### src/core/csd_pkg.sv
// constants and types shared by the compare-skip / decimal-adjust execution unit
// assumes a four-phase instruction cycle driven from one core clock
package csd_pkg;

  //////////////////////////////////////////////////////////////////////////////
  // quarter phases of one instruction cycle
  localparam logic [1:0] PH_Q1 = 2'h0;
  localparam logic [1:0] PH_Q2 = 2'h1;
  localparam logic [1:0] PH_Q3 = 2'h2;
  localparam logic [1:0] PH_Q4 = 2'h3;

  //////////////////////////////////////////////////////////////////////////////
  // instruction word fields
  localparam int OPC_NIB_POS = 12;
  localparam int GT_PFX_POS = 9;
  localparam int GT_ACC_POS = 8;
  localparam int GT_FILE_POS = 0;
  localparam int LT_FILE_POS = 4;
  localparam int LT_PAD_POS = 1;
  localparam int LT_ACC_POS = 0;

  // encodings
  localparam logic [6:0] GT_PREFIX = 7'h32;
  localparam logic [3:0] LT_OPC_NIB = 4'h6;
  localparam logic [2:0] LT_PAD = 3'h0;
  localparam logic [15:0] DAW_WORD = 16'h0007;

  //////////////////////////////////////////////////////////////////////////////
  // decimal adjust constants
  localparam logic [3:0] BCD_LIMIT = 4'h9;
  localparam logic [3:0] BCD_FIX = 4'h6;

  //////////////////////////////////////////////////////////////////////////////
  // reset values
  localparam logic [7:0] BYTE_RST = 8'h00;
  localparam logic [11:0] ADDR_RST = 12'h000;

  //////////////////////////////////////////////////////////////////////////////
  // types
  typedef enum logic [1:0] {
    ST_RUN = 2'h0,
    ST_SKIP1 = 2'h1,
    ST_SKIP2 = 2'h3
  } csd_state_t;

  typedef enum logic [1:0] {
    OP_NONE = 2'h0,
    OP_GT = 2'h1,
    OP_LT = 2'h2,
    OP_DAW = 2'h3
  } csd_op_t;

endpackage : csd_pkg

### src/core/csd_exec.sv
// execution unit for compare-skip-if-greater, compare-skip-if-less and
// decimal_adjust_accumulator; one instruction cycle is four core clocks
// assumes: data memory answers a read in the clock after o_reg_rd,
// the working register and flags live outside and are written by strobes,
// the fetch logic tells whether the word after the current one is two words
//
// Contract
// - greater compare continues in sequence when the file value is <= w, else skips.
// - less compare takes an 8-bit file address 0..255 and one access-select bit.
// - less compare subtracts w from the file unsigned and, if smaller, squashes the next word; no flag changes.
// - access bit 0 selects the access bank, 1 (default) takes the bank select register.
// - compare-skip is one word: one cycle, two when skipping one word, three when skipping two.
// - the normal cycle decodes, reads, processes and writes nothing; each skipped word adds four idle phases.
// - less compare advances normally when the file value is >= w, else skips.
// - less compare decodes from nibble 0110 with low bits 000a and an 8-bit file field.
// - decimal adjust adds 6 to the low nibble when above 9 or digit carry set.
// - decimal adjust adds 6 to the high nibble when above 9 or carry set; carry is the only flag touched.
// - decimal adjust turns a binary sum of two packed bcd bytes into packed bcd in one word and one cycle.
//
// The address-and-strobe port and the address map were decided locally.
`timescale 1ns/1ns
module csd_exec
  import csd_pkg::*;
#(
  parameter logic [3:0] ACCESS_BANK = 4'h0
)
(
  input wire logic i_core_clk,
  input wire logic i_srst,
  input wire logic [15:0] i_instr,
  input wire logic i_instr_valid,
  input wire logic i_next_two_word,
  input wire logic [3:0] i_bank_select_register,
  input wire logic [7:0] i_reg_rdata,
  input wire logic [7:0] i_working_register_file_alias,
  input wire logic i_carry,
  input wire logic i_digit_carry_flag,
  output logic [1:0] o_phase,
  output logic o_instr_ready,
  output logic o_instr_unknown,
  output logic [11:0] o_reg_addr,
  output logic o_reg_rd,
  output logic o_w_wr,
  output logic [7:0] o_w_wdata,
  output logic o_carry_wr,
  output logic o_carry_wdata,
  output logic o_skip_taken,
  output logic o_squash,
  output logic o_cycle_end
);

  logic [1:0] phase_q;
  csd_state_t state_q;
  csd_state_t state_d;
  csd_op_t op_q;
  csd_op_t op_d;
  logic [7:0] file_d;
  logic acc_d;
  logic accept;
  logic [11:0] addr_q;
  logic [7:0] w_q;
  logic c_q;
  logic dc_q;
  logic skip_q;
  logic two_q;
  logic unknown_q;
  logic [7:0] daw_res_q;
  logic daw_c_q;
  logic [7:0] daw_res;
  logic daw_c;
  logic is_gt;
  logic is_lt;
  logic is_daw;

  ////////////////////////////////////////////////////////////////////////////////
  // quarter-phase counter, free running

  always_ff @(posedge i_core_clk)
  begin
    if (i_srst)
    begin
      phase_q <= PH_Q1;
    end
    else
    begin
      phase_q <= phase_q + 2'h1;
    end
  end

  ////////////////////////////////////////////////////////////////////////////////
  // decode in q1; words are only taken while no skip is running

  assign accept = (phase_q == PH_Q1) && (state_q == ST_RUN) && i_instr_valid;

  // greater compare tested first: its prefix is unambiguous, the less
  // compare pattern overlaps it when the file field starts with 010
  always_comb
  begin
    is_gt = (i_instr[15:GT_PFX_POS] == GT_PREFIX);
    is_lt = (i_instr[15:OPC_NIB_POS] == LT_OPC_NIB)
      && (i_instr[LT_PAD_POS +: 3] == LT_PAD);
    is_daw = (i_instr == DAW_WORD);
    op_d = OP_NONE;
    file_d = 8'h00;
    acc_d = 1'b1;
    if (is_gt)
    begin
      op_d = OP_GT;
      file_d = i_instr[GT_FILE_POS +: 8];
      acc_d = i_instr[GT_ACC_POS];
    end
    else if (is_lt)
    begin
      op_d = OP_LT;
      file_d = i_instr[LT_FILE_POS +: 8];
      acc_d = i_instr[LT_ACC_POS];
    end
    else if (is_daw)
    begin
      op_d = OP_DAW;
    end
  end

  always_ff @(posedge i_core_clk)
  begin
    if (i_srst)
    begin
      op_q <= OP_NONE;
      unknown_q <= 1'b0;
    end
    else if (phase_q == PH_Q1)
    begin
      op_q <= accept ? op_d : OP_NONE;
      unknown_q <= accept && (op_d == OP_NONE);
    end
  end

  ////////////////////////////////////////////////////////////////////////////////
  // bank selection, latched with the decode

  always_ff @(posedge i_core_clk)
  begin
    if (i_srst)
    begin
      addr_q <= ADDR_RST;
    end
    else if (accept)
    begin
      if (acc_d)
      begin
        addr_q <= {i_bank_select_register, file_d};
      end
      else
      begin
        addr_q <= {ACCESS_BANK, file_d};
      end
    end
  end

  ////////////////////////////////////////////////////////////////////////////////
  // q2: read file and working register

  assign o_reg_rd = (phase_q == PH_Q2) && ((op_q == OP_GT) || (op_q == OP_LT));

  always_ff @(posedge i_core_clk)
  begin
    if (i_srst)
    begin
      w_q <= BYTE_RST;
      c_q <= 1'b0;
      dc_q <= 1'b0;
    end
    else if (phase_q == PH_Q2)
    begin
      w_q <= i_working_register_file_alias;
      c_q <= i_carry;
      dc_q <= i_digit_carry_flag;
    end
  end

  ////////////////////////////////////////////////////////////////////////////////
  // q3: unsigned compare, decimal adjust computation

  csd_daw_unit u_daw (
    .i_w(w_q),
    .i_carry(c_q),
    .i_dc(dc_q),
    .o_result(daw_res),
    .o_carry(daw_c)
  );

  always_ff @(posedge i_core_clk)
  begin
    if (i_srst)
    begin
      skip_q <= 1'b0;
    end
    else if (phase_q == PH_Q3)
    begin
      case (op_q)
        OP_GT: skip_q <= (i_reg_rdata > w_q);
        OP_LT: skip_q <= (i_reg_rdata < w_q);
        default: skip_q <= 1'b0;
      endcase
    end
    else if (phase_q == PH_Q4)
    begin
      skip_q <= 1'b0;
    end
  end

  always_ff @(posedge i_core_clk)
  begin
    if (i_srst)
    begin
      daw_res_q <= BYTE_RST;
      daw_c_q <= 1'b0;
    end
    else if ((phase_q == PH_Q3) && (op_q == OP_DAW))
    begin
      daw_res_q <= daw_res;
      daw_c_q <= daw_c;
    end
  end

  ////////////////////////////////////////////////////////////////////////////////
  // q4: write back; compares write nothing and touch no flag

  assign o_w_wr = (phase_q == PH_Q4) && (op_q == OP_DAW);
  assign o_carry_wr = (phase_q == PH_Q4) && (op_q == OP_DAW);
  assign o_w_wdata = daw_res_q;
  assign o_carry_wdata = daw_c_q;

  ////////////////////////////////////////////////////////////////////////////////
  // skip sequencing: each squashed word costs one whole idle cycle

  always_ff @(posedge i_core_clk)
  begin
    if (i_srst)
    begin
      two_q <= 1'b0;
    end
    else if ((phase_q == PH_Q4) && (state_q == ST_RUN))
    begin
      two_q <= i_next_two_word;
    end
  end

  always_comb
  begin
    state_d = state_q;
    if (phase_q == PH_Q4)
    begin
      case (state_q)
        ST_RUN:
        begin
          if (skip_q)
          begin
            state_d = ST_SKIP1;
          end
        end
        ST_SKIP1:
        begin
          state_d = two_q ? ST_SKIP2 : ST_RUN;
        end
        ST_SKIP2:
        begin
          state_d = ST_RUN;
        end
        default:
        begin
          state_d = ST_RUN;
        end
      endcase
    end
  end

  always_ff @(posedge i_core_clk)
  begin
    if (i_srst)
    begin
      state_q <= ST_RUN;
    end
    else
    begin
      state_q <= state_d;
    end
  end

  ////////////////////////////////////////////////////////////////////////////////
  // outputs

  assign o_phase = phase_q;
  assign o_instr_ready = (phase_q == PH_Q1) && (state_q == ST_RUN);
  assign o_instr_unknown = unknown_q;
  assign o_reg_addr = addr_q;
  assign o_skip_taken = (phase_q == PH_Q4) && (state_q == ST_RUN) && skip_q;
  // squashed words still flow past the fetch, so the pc keeps advancing
  assign o_squash = (state_q != ST_RUN);
  assign o_cycle_end = (phase_q == PH_Q4);

endmodule : csd_exec

### src/core/csd_daw_unit.sv
// decimal adjust datapath: corrects a binary sum of two packed bcd bytes
// purely combinational; the caller registers the result
`timescale 1ns/1ns
module csd_daw_unit
  import csd_pkg::*;
(
  input wire logic [7:0] i_w,
  input wire logic i_carry,
  input wire logic i_dc,
  output logic [7:0] o_result,
  output logic o_carry
);

  logic fix_lo;
  logic fix_hi;
  logic [8:0] sum_lo;
  logic [8:0] sum_hi;

  ////////////////////////////////////////////////////////////////////////////////
  // low nibble first so its carry reaches the upper digit
  always_comb
  begin
    fix_lo = (i_w[3:0] > BCD_LIMIT) || i_dc;
    sum_lo = {1'b0, i_w} + {5'h00, (fix_lo ? BCD_FIX : 4'h0)};
    // upper digit judged after the low correction, else 0x9a would stay invalid
    fix_hi = (sum_lo[7:4] > BCD_LIMIT) || i_carry || sum_lo[8];
    sum_hi = {1'b0, sum_lo[7:0]} + {1'b0, (fix_hi ? BCD_FIX : 4'h0), 4'h0};
    o_result = sum_hi[7:0];
    o_carry = i_carry || sum_lo[8] || sum_hi[8];
  end

endmodule : csd_daw_unit

### config.mk
export PLATFORM = sky130hd
export DESIGN_NAME = csd_exec
export DESIGN_NICKNAME = d
export VERILOG_FILES = /design/src/core/csd_pkg.sv /design/src/core/csd_exec.sv /design/src/core/csd_daw_unit.sv
export SDC_FILE = /design/constraint.sdc
export NUM_CORES = 1
export LEC_CHECK = 0
export BUFFER_PORTS_ARGS = -buffer_cell sky130_fd_sc_hd__buf_2
export CORE_ASPECT_RATIO = 0.5
export CORE_MARGIN = 4
export CORE_UTILIZATION = 44
export CTS_BUF_LIST = sky130_fd_sc_hd__clkbuf_4 sky130_fd_sc_hd__clkbuf_8 sky130_fd_sc_hd__clkbuf_16
export CTS_CLUSTER_SIZE = 16
export DETAILED_ROUTE_END_ITERATION = 10
export HOLD_SLACK_MARGIN = 0.1
export PLACE_DENSITY = 0.76
export SLEW_MARGIN = 15
export SYNTH_ARGS = -nofsm -noshare
export SYNTH_HDL_FRONTEND = slang
export SYNTH_SLANG_ARGS = --single-unit
### constraint.sdc
create_clock -name i_core_clk -period 2.9 [get_ports i_core_clk]
set_clock_uncertainty 0.05 [all_clocks]
set_input_delay 0.29 -clock i_core_clk [delete_from_list [all_inputs] [get_ports i_core_clk]]
set_output_delay 0.29 -clock i_core_clk [all_outputs]
set_load 0.05 [all_outputs]
Word-level counts from Yosys, hierarchy flattened
Index checks and enable logic that the tools add are counted.
W data, S select, Z words.
{ "totals": {"n_memories": 0, "out_inout_bits": 31, "latch_bits": 0, "romBits": 0, "in_bits": 42, "ram_bits": 0, "elab_cells": 69, "register_bits": 40} }
{ "op_classes": {"multipliers": 0, "n_bitwise": 0, "n_reduce_logical": 22, "order_cmp": 4, "n_shift": 0, "muxes": 17, "n_eq_ne": 11, "add_sub_neg": 3, "div_mod_pow": 0} }
{ "op_table": {"columns": ["operator", "count"], "rows": [
  ["$eq A16 B3 Y1 const B", 1],
  ["$mux W8", 2],
  ["$mux W12", 1],
  ["$mux W2", 6],
  ["$add A8 B4 Y9", 1],
  ["$add A8 B8 Y9", 1],
  ["$logic_and A1 B1 Y1", 9],
  ["$eq A2 B2 Y1 const B", 4],
  ["$gt A4 B4 Y1 const B", 2],
  ["$gt A8 B8 Y1", 1],
  ["$lt A8 B8 Y1", 1],
  ["$eq A7 B6 Y1 const B", 1],
  ["$eq A2 B1 Y1 const B", 3],
  ["$logic_not A2 Y1", 3],
  ["$logic_or A1 B1 Y1", 6],
  ["$mux W3", 2],
  ["$eq A4 B3 Y1 const B", 1],
  ["$mux W1", 4],
  ["$pmux W2 S2", 1],
  ["$reduce_bool A2 Y1", 2],
  ["$logic_not A3 Y1", 1],
  ["$add A2 B1 Y2 const B", 1],
  ["$ne A2 B2 Y1 const B", 1],
  ["$pmux W1 S2", 1],
  ["$reduce_and A2 Y1", 1]
]} }

Logic depth before layout (Yosys ltp)
{ "depth": {"word_depth": 10, "ltp_mapped": 15, "mapped_depth_nobuf": 15} }

Cells and area by module
A second synthesis with hierarchy kept.
{ "hier_totals": {"cells_unflattened": 265, "area_unflattened_um2": 2282.2} }
{ "by_module_without_submodules": {"columns": ["module", "n_inst", "cells_per_inst", "area_each_um2"], "rows": [
  ["csd_exec", 1, 218, 1914.3],
  ["csd_daw_unit", 1, 47, 367.9]
]} }

Least setup slack after synthesis
Ideal clock, no wire load.
{ "synth_timing": {"path_kind": "register to register", "from": "register w_q[3]", "to": "register daw_res_q[6] (netlist: o_w_wdata[6])", "required_time_ns": 2.764, "arrival_time_ns": 2.871, "setup_ns": 0.086, "stages_incl_launch_ff": 15, "n_path_buf": 0, "slack_ns": -0.107, "cell_sequence": "dfxtp_1 > o21ai_0 > nand2b_1 > ha_1 > inv_1 > fa_1 > nand3b_1 > nor3_1 > xnor2_1 > a21oi_1 > or2_1 > ha_1 > inv_1 > fa_1 > a211oi_1"} }
{ "synth_via": {"elab_chain_cells": 9} }
{ "synth_rtl": {"columns": ["item", "line_no", "source"], "rows": [
  ["start, declared", "csd_exec.sv:61", "logic [7:0] w_q;"],
  ["start signal, assigned", "csd_exec.sv:175", "w_q <= i_working_register_file_alias;"],
  ["$gt A4 B4 Y1", "csd_daw_unit.sv:23", "fix_lo = (i_w[3:0] > BCD_LIMIT) || i_dc;"],
  ["$logic_or A1 B1 Y1", "csd_daw_unit.sv:23", null],
  ["$mux W3", "csd_daw_unit.sv:24", "sum_lo = {1'b0, i_w} + {5'h00, (fix_lo ? BCD_FIX : 4'h0)};"],
  ["$add A8 B4 Y9 (*)", "csd_daw_unit.sv:24", null],
  ["$gt A4 B4 Y1", "csd_daw_unit.sv:26", "fix_hi = (sum_lo[7:4] > BCD_LIMIT) || i_carry || sum_lo[8];"],
  ["$logic_or A1 B1 Y1 (2 in a row)", "csd_daw_unit.sv:26", null],
  ["$mux W3", "csd_daw_unit.sv:27", "sum_hi = {1'b0, sum_lo[7:0]} + {1'b0, (fix_hi ? BCD_FIX : 4'h0), 4'h0};"],
  ["$add A8 B8 Y9 (*)", "csd_daw_unit.sv:27", null],
  ["end signal, assigned", "csd_exec.sv:221", "daw_res_q <= daw_res;"],
  ["end, declared", "csd_exec.sv:67", "logic [7:0] daw_res_q;"]
]} }
Every way passes the cells marked *; elsewhere a longest branch is shown, timed or not.
A chain may end at the register's enable or synchronous reset.

Final worst setup path
{ "layout_timing": {"from": "register w_q[1]", "to": "register daw_res_q[6] (netlist: o_w_wdata[6])"} }
Same word-level chain as after synthesis.

==> qor.csv <==
metric,value,unit
worst-r2r-cell-count,14,
finalWeightedCongestion,0.825,
num_vias,2005,
final-hold-violation-count,0,
launch_point_of_the_worst_hold_path,i_bank_select_register[0],
fraction_of_registers_with_async_set_reset,0,%
cts_htree_levels,2,
clock_path_buffers,2,
whs_path_depth,2,
cts.sinks,40,
synth-edff-count,0,
cp_num_buf_inv,2,
simple_logic_cell_fraction_of_the_synthesized_area,20.9,%
io-pin-count,73,
globalRouteTotalUtil,17.4,%
avgViaCountPerCell,5.04,
remaining_drc_errors,0,
postRouteWirelength,5.15,mm
final_critical_path_setup_slack,-0.00416,ns
layout.cells.most_common,buf_2,
worstHoldPathType,in -> reg,
core_area,0.00457,mm2
grt_start_max_net_pins,40,
commonest_non_fill_non_tap_cells_in_the_layout,"72 x buf_2, 39 x nor2_1, 37 x dfxtp_1, 17 x inv_1, 17 x ha_1",
timing.final.max_slew_violations,0,
timing.critical_path.slowest_stage_cell,fa_2,
flop_to_flop_setup_slack,-0.004,ns
drv.max_cap_violation_count,0,
num_rows,17,
grt_pass1_vias,1990,
max_freq,344,MHz
endpoint_kind_of_the_worst_setup_timing_path,flop,
synthesized_area,0.00217,mm2
ys_seq_elements,40,
root_buffer_selected_by_cts,clkbuf_8,
start_kind,flop,
synth.yosys.seq_area_share,37.0,%
area_growth,31.5,%
result_of_the_run,"finished, violations left",
synth_area_per_cell,8.80,um2
timing.final.crit_period,2.90,ns
antenna_cells,0,
period_share,100,%
cts_buffers,5,
worst_slew_margin_rel,51.0,%
final_area,0.00285,mm2
timing.critical_path.fanout_max,2,
netlist_instances,246,
layout-drive-gt1-share,35.5,%
ys_dominant_reg_cell,dfxtp_1,
synth_top_family_by_area,simple AND/OR/NAND/NOR gates,
fp.dieW,107,um
synth_warnings,0,
design.die.area,0.00618,mm2
num-nets-final,394,
grt_setup_unrepaired,true,
timing.hold.worst_endpoint,o_reg_addr[8],
arrival,3.07,ns
detail_route.first_pass.iterations,4,
synth.area.mux_share,4.62,%
first_pass_grt_wire_length,8.74,mm
initialDrtViolationCount,47,
criticalPathCategory,reg -> reg,
place.port_buffers,72,
grt_overflow_total,0,
crit_path_cell_trace,o21ai_2 > nand2b_1 > ha_2 > inv_2 > fa_2 > nand3b_1 > nor3_2 > xnor2_1 > a21oi_1 > or2_1 > ha_2 > inv_2 > fa_2 > a211oi_2,
postPlaceCellArea,0.00263,mm2
power.total,1280,uW
yosys.area_share.adder,12.8,%
synth_nets,309,
die_h,57.6,um
worst_skew_pair.late_latency,0.29,ns
dpl.hpwl,3.94,mm
power_leakage,0.00128,uW
setup_viol_count_final,1,
clock_tree_from_tritoncts,built,
cpPeakStageDelay,0.42,ns
ir_worst_vdd,0.275,mV
power.density_cell_area,448,mW/mm2
drtAntennaViolNets,0,
initial_core_util,47.4,%
regToRegStartpoint,w_q[1],
worst-endpoint-required,3.06,ns
rr_endpoint,o_w_wdata[6],
yosys.area_share.xor_xnor,2.02,%
synth_compound_area_share,17.4,%
wire_per_inst,12.9,um
violations,setup timing,
synth_cell_types,50,
tightest_pin_transition,0.735,ns
dp_worst_setup_slack,-0.152,ns
crit_family,adder cells,
initial_antenna_violation_count,0,
worst_setup_hold_path_clk_slew,0.08,ns
[state kept, by name, summed over array words and instances, names as in the netlist]
signal and count:
c_q 1, dc_q 1, o_carry_wdata 1, o_instr_unknown 1, o_phase 2, o_reg_addr 12
o_w_wdata 8, op_q 2, skip_q 1, state_q 2, two_q 1, w_q 8
[through the flow]
stage	hold slack, ns	setup TNS, ns	util (%)	cells
final	0.157	-0.00416	62.3	398
after global routing	0.150	-0.464	62.3	398
after CTS	0.145	-0.0290	61.2	396
after detailed placement	0.397	-0.261	57.5	383
after global placement	0.391	0	57.5	383
after floorplan	0.366	-0.0108	-	246
[Yosys cell counts (all sizes together), types with 2 or more instances]
master	count	area [um2]
nor3b	2	20.0
nand2b	3	18.8
o21ai	5	25.0
buf	4	22.5
nor2	39	146
nand2	13	48.8
a22o	4	35.0
nor3	3	15.0
inv	20	75.1
and3	2	12.5
nand3	3	15.0
a2bb2oi	8	70.1
ha	19	238
a21oi	16	80.1
nand4	4	25.0
fa	2	40.0
a22oi	7	52.6
clkbuf	4	15.0
and2	4	26.3
xnor2	5	43.8
a211oi	4	35.0
mux2i	10	100
nor2b	3	18.8
nor4	3	25.0
dfxtp	40	801
[worst max path at each step]
stage,startpoint,to,cells past startpoint
after detailed placement,w_q[1],o_w_wdata[7],15
final,w_q[1],o_w_wdata[6],14
after floorplan,w_q[1],o_w_wdata[6],14
after global routing,w_q[1],o_w_wdata[6],14
after global placement,w_q[1],o_w_wdata[6],14
after CTS,w_q[1],o_w_wdata[6],14
[power breakdown]
part / switching, uW / internal, uW / total, uW
Combinational: 141 / 102 / 243
Sequential: 13.1 / 567 / 580
Clock: 189 / 265 / 454
[cell type report]
| class | instances | area (um2) |
|---|---|---|
| Multi-Input combinational cell | 178 | 1310 |
| Inverter | 20 | 75.1 |
| Fill cell | 400 | 1730 |
| Clock inverter | 2 | 35.0 |
| Tap cell | 66 | 82.6 |
| Timing Repair Buffer | 86 | 465 |
| Sequential cell | 40 | 805 |
| Clock buffer | 6 | 76.3 |
[per-layer routing]
metal | share of wire, % | global-route usage [%] | up-vias
met3 | 4.7 | 4.45 | 9
met5 | 0 | 0 | -
met2 | 49 | 31.4 | 43
met4 | 1.4 | 5.65 | 0
li1 | - | - | 1040
met1 | 45 | 20.4 | 913
[kinds of logic after synthesis]
logic type / after synthesis
AOI/OAI and AO/OA: 54
DFF: 40
and+or+nand+nor: 88
adders and majority gates: 21
xor gates and xnor gates: 5
muxes: 10
buffers and inverters: 28
[repair_timing]
action	CTS	global route
pin swaps	6	4
setup endpoints to repair	2	3
cloned	0	0
hold buffers	0	0
buffers inserted	5	2
resized for setup	10	6
No activity file was read; power rests on OpenSTA's default activity.
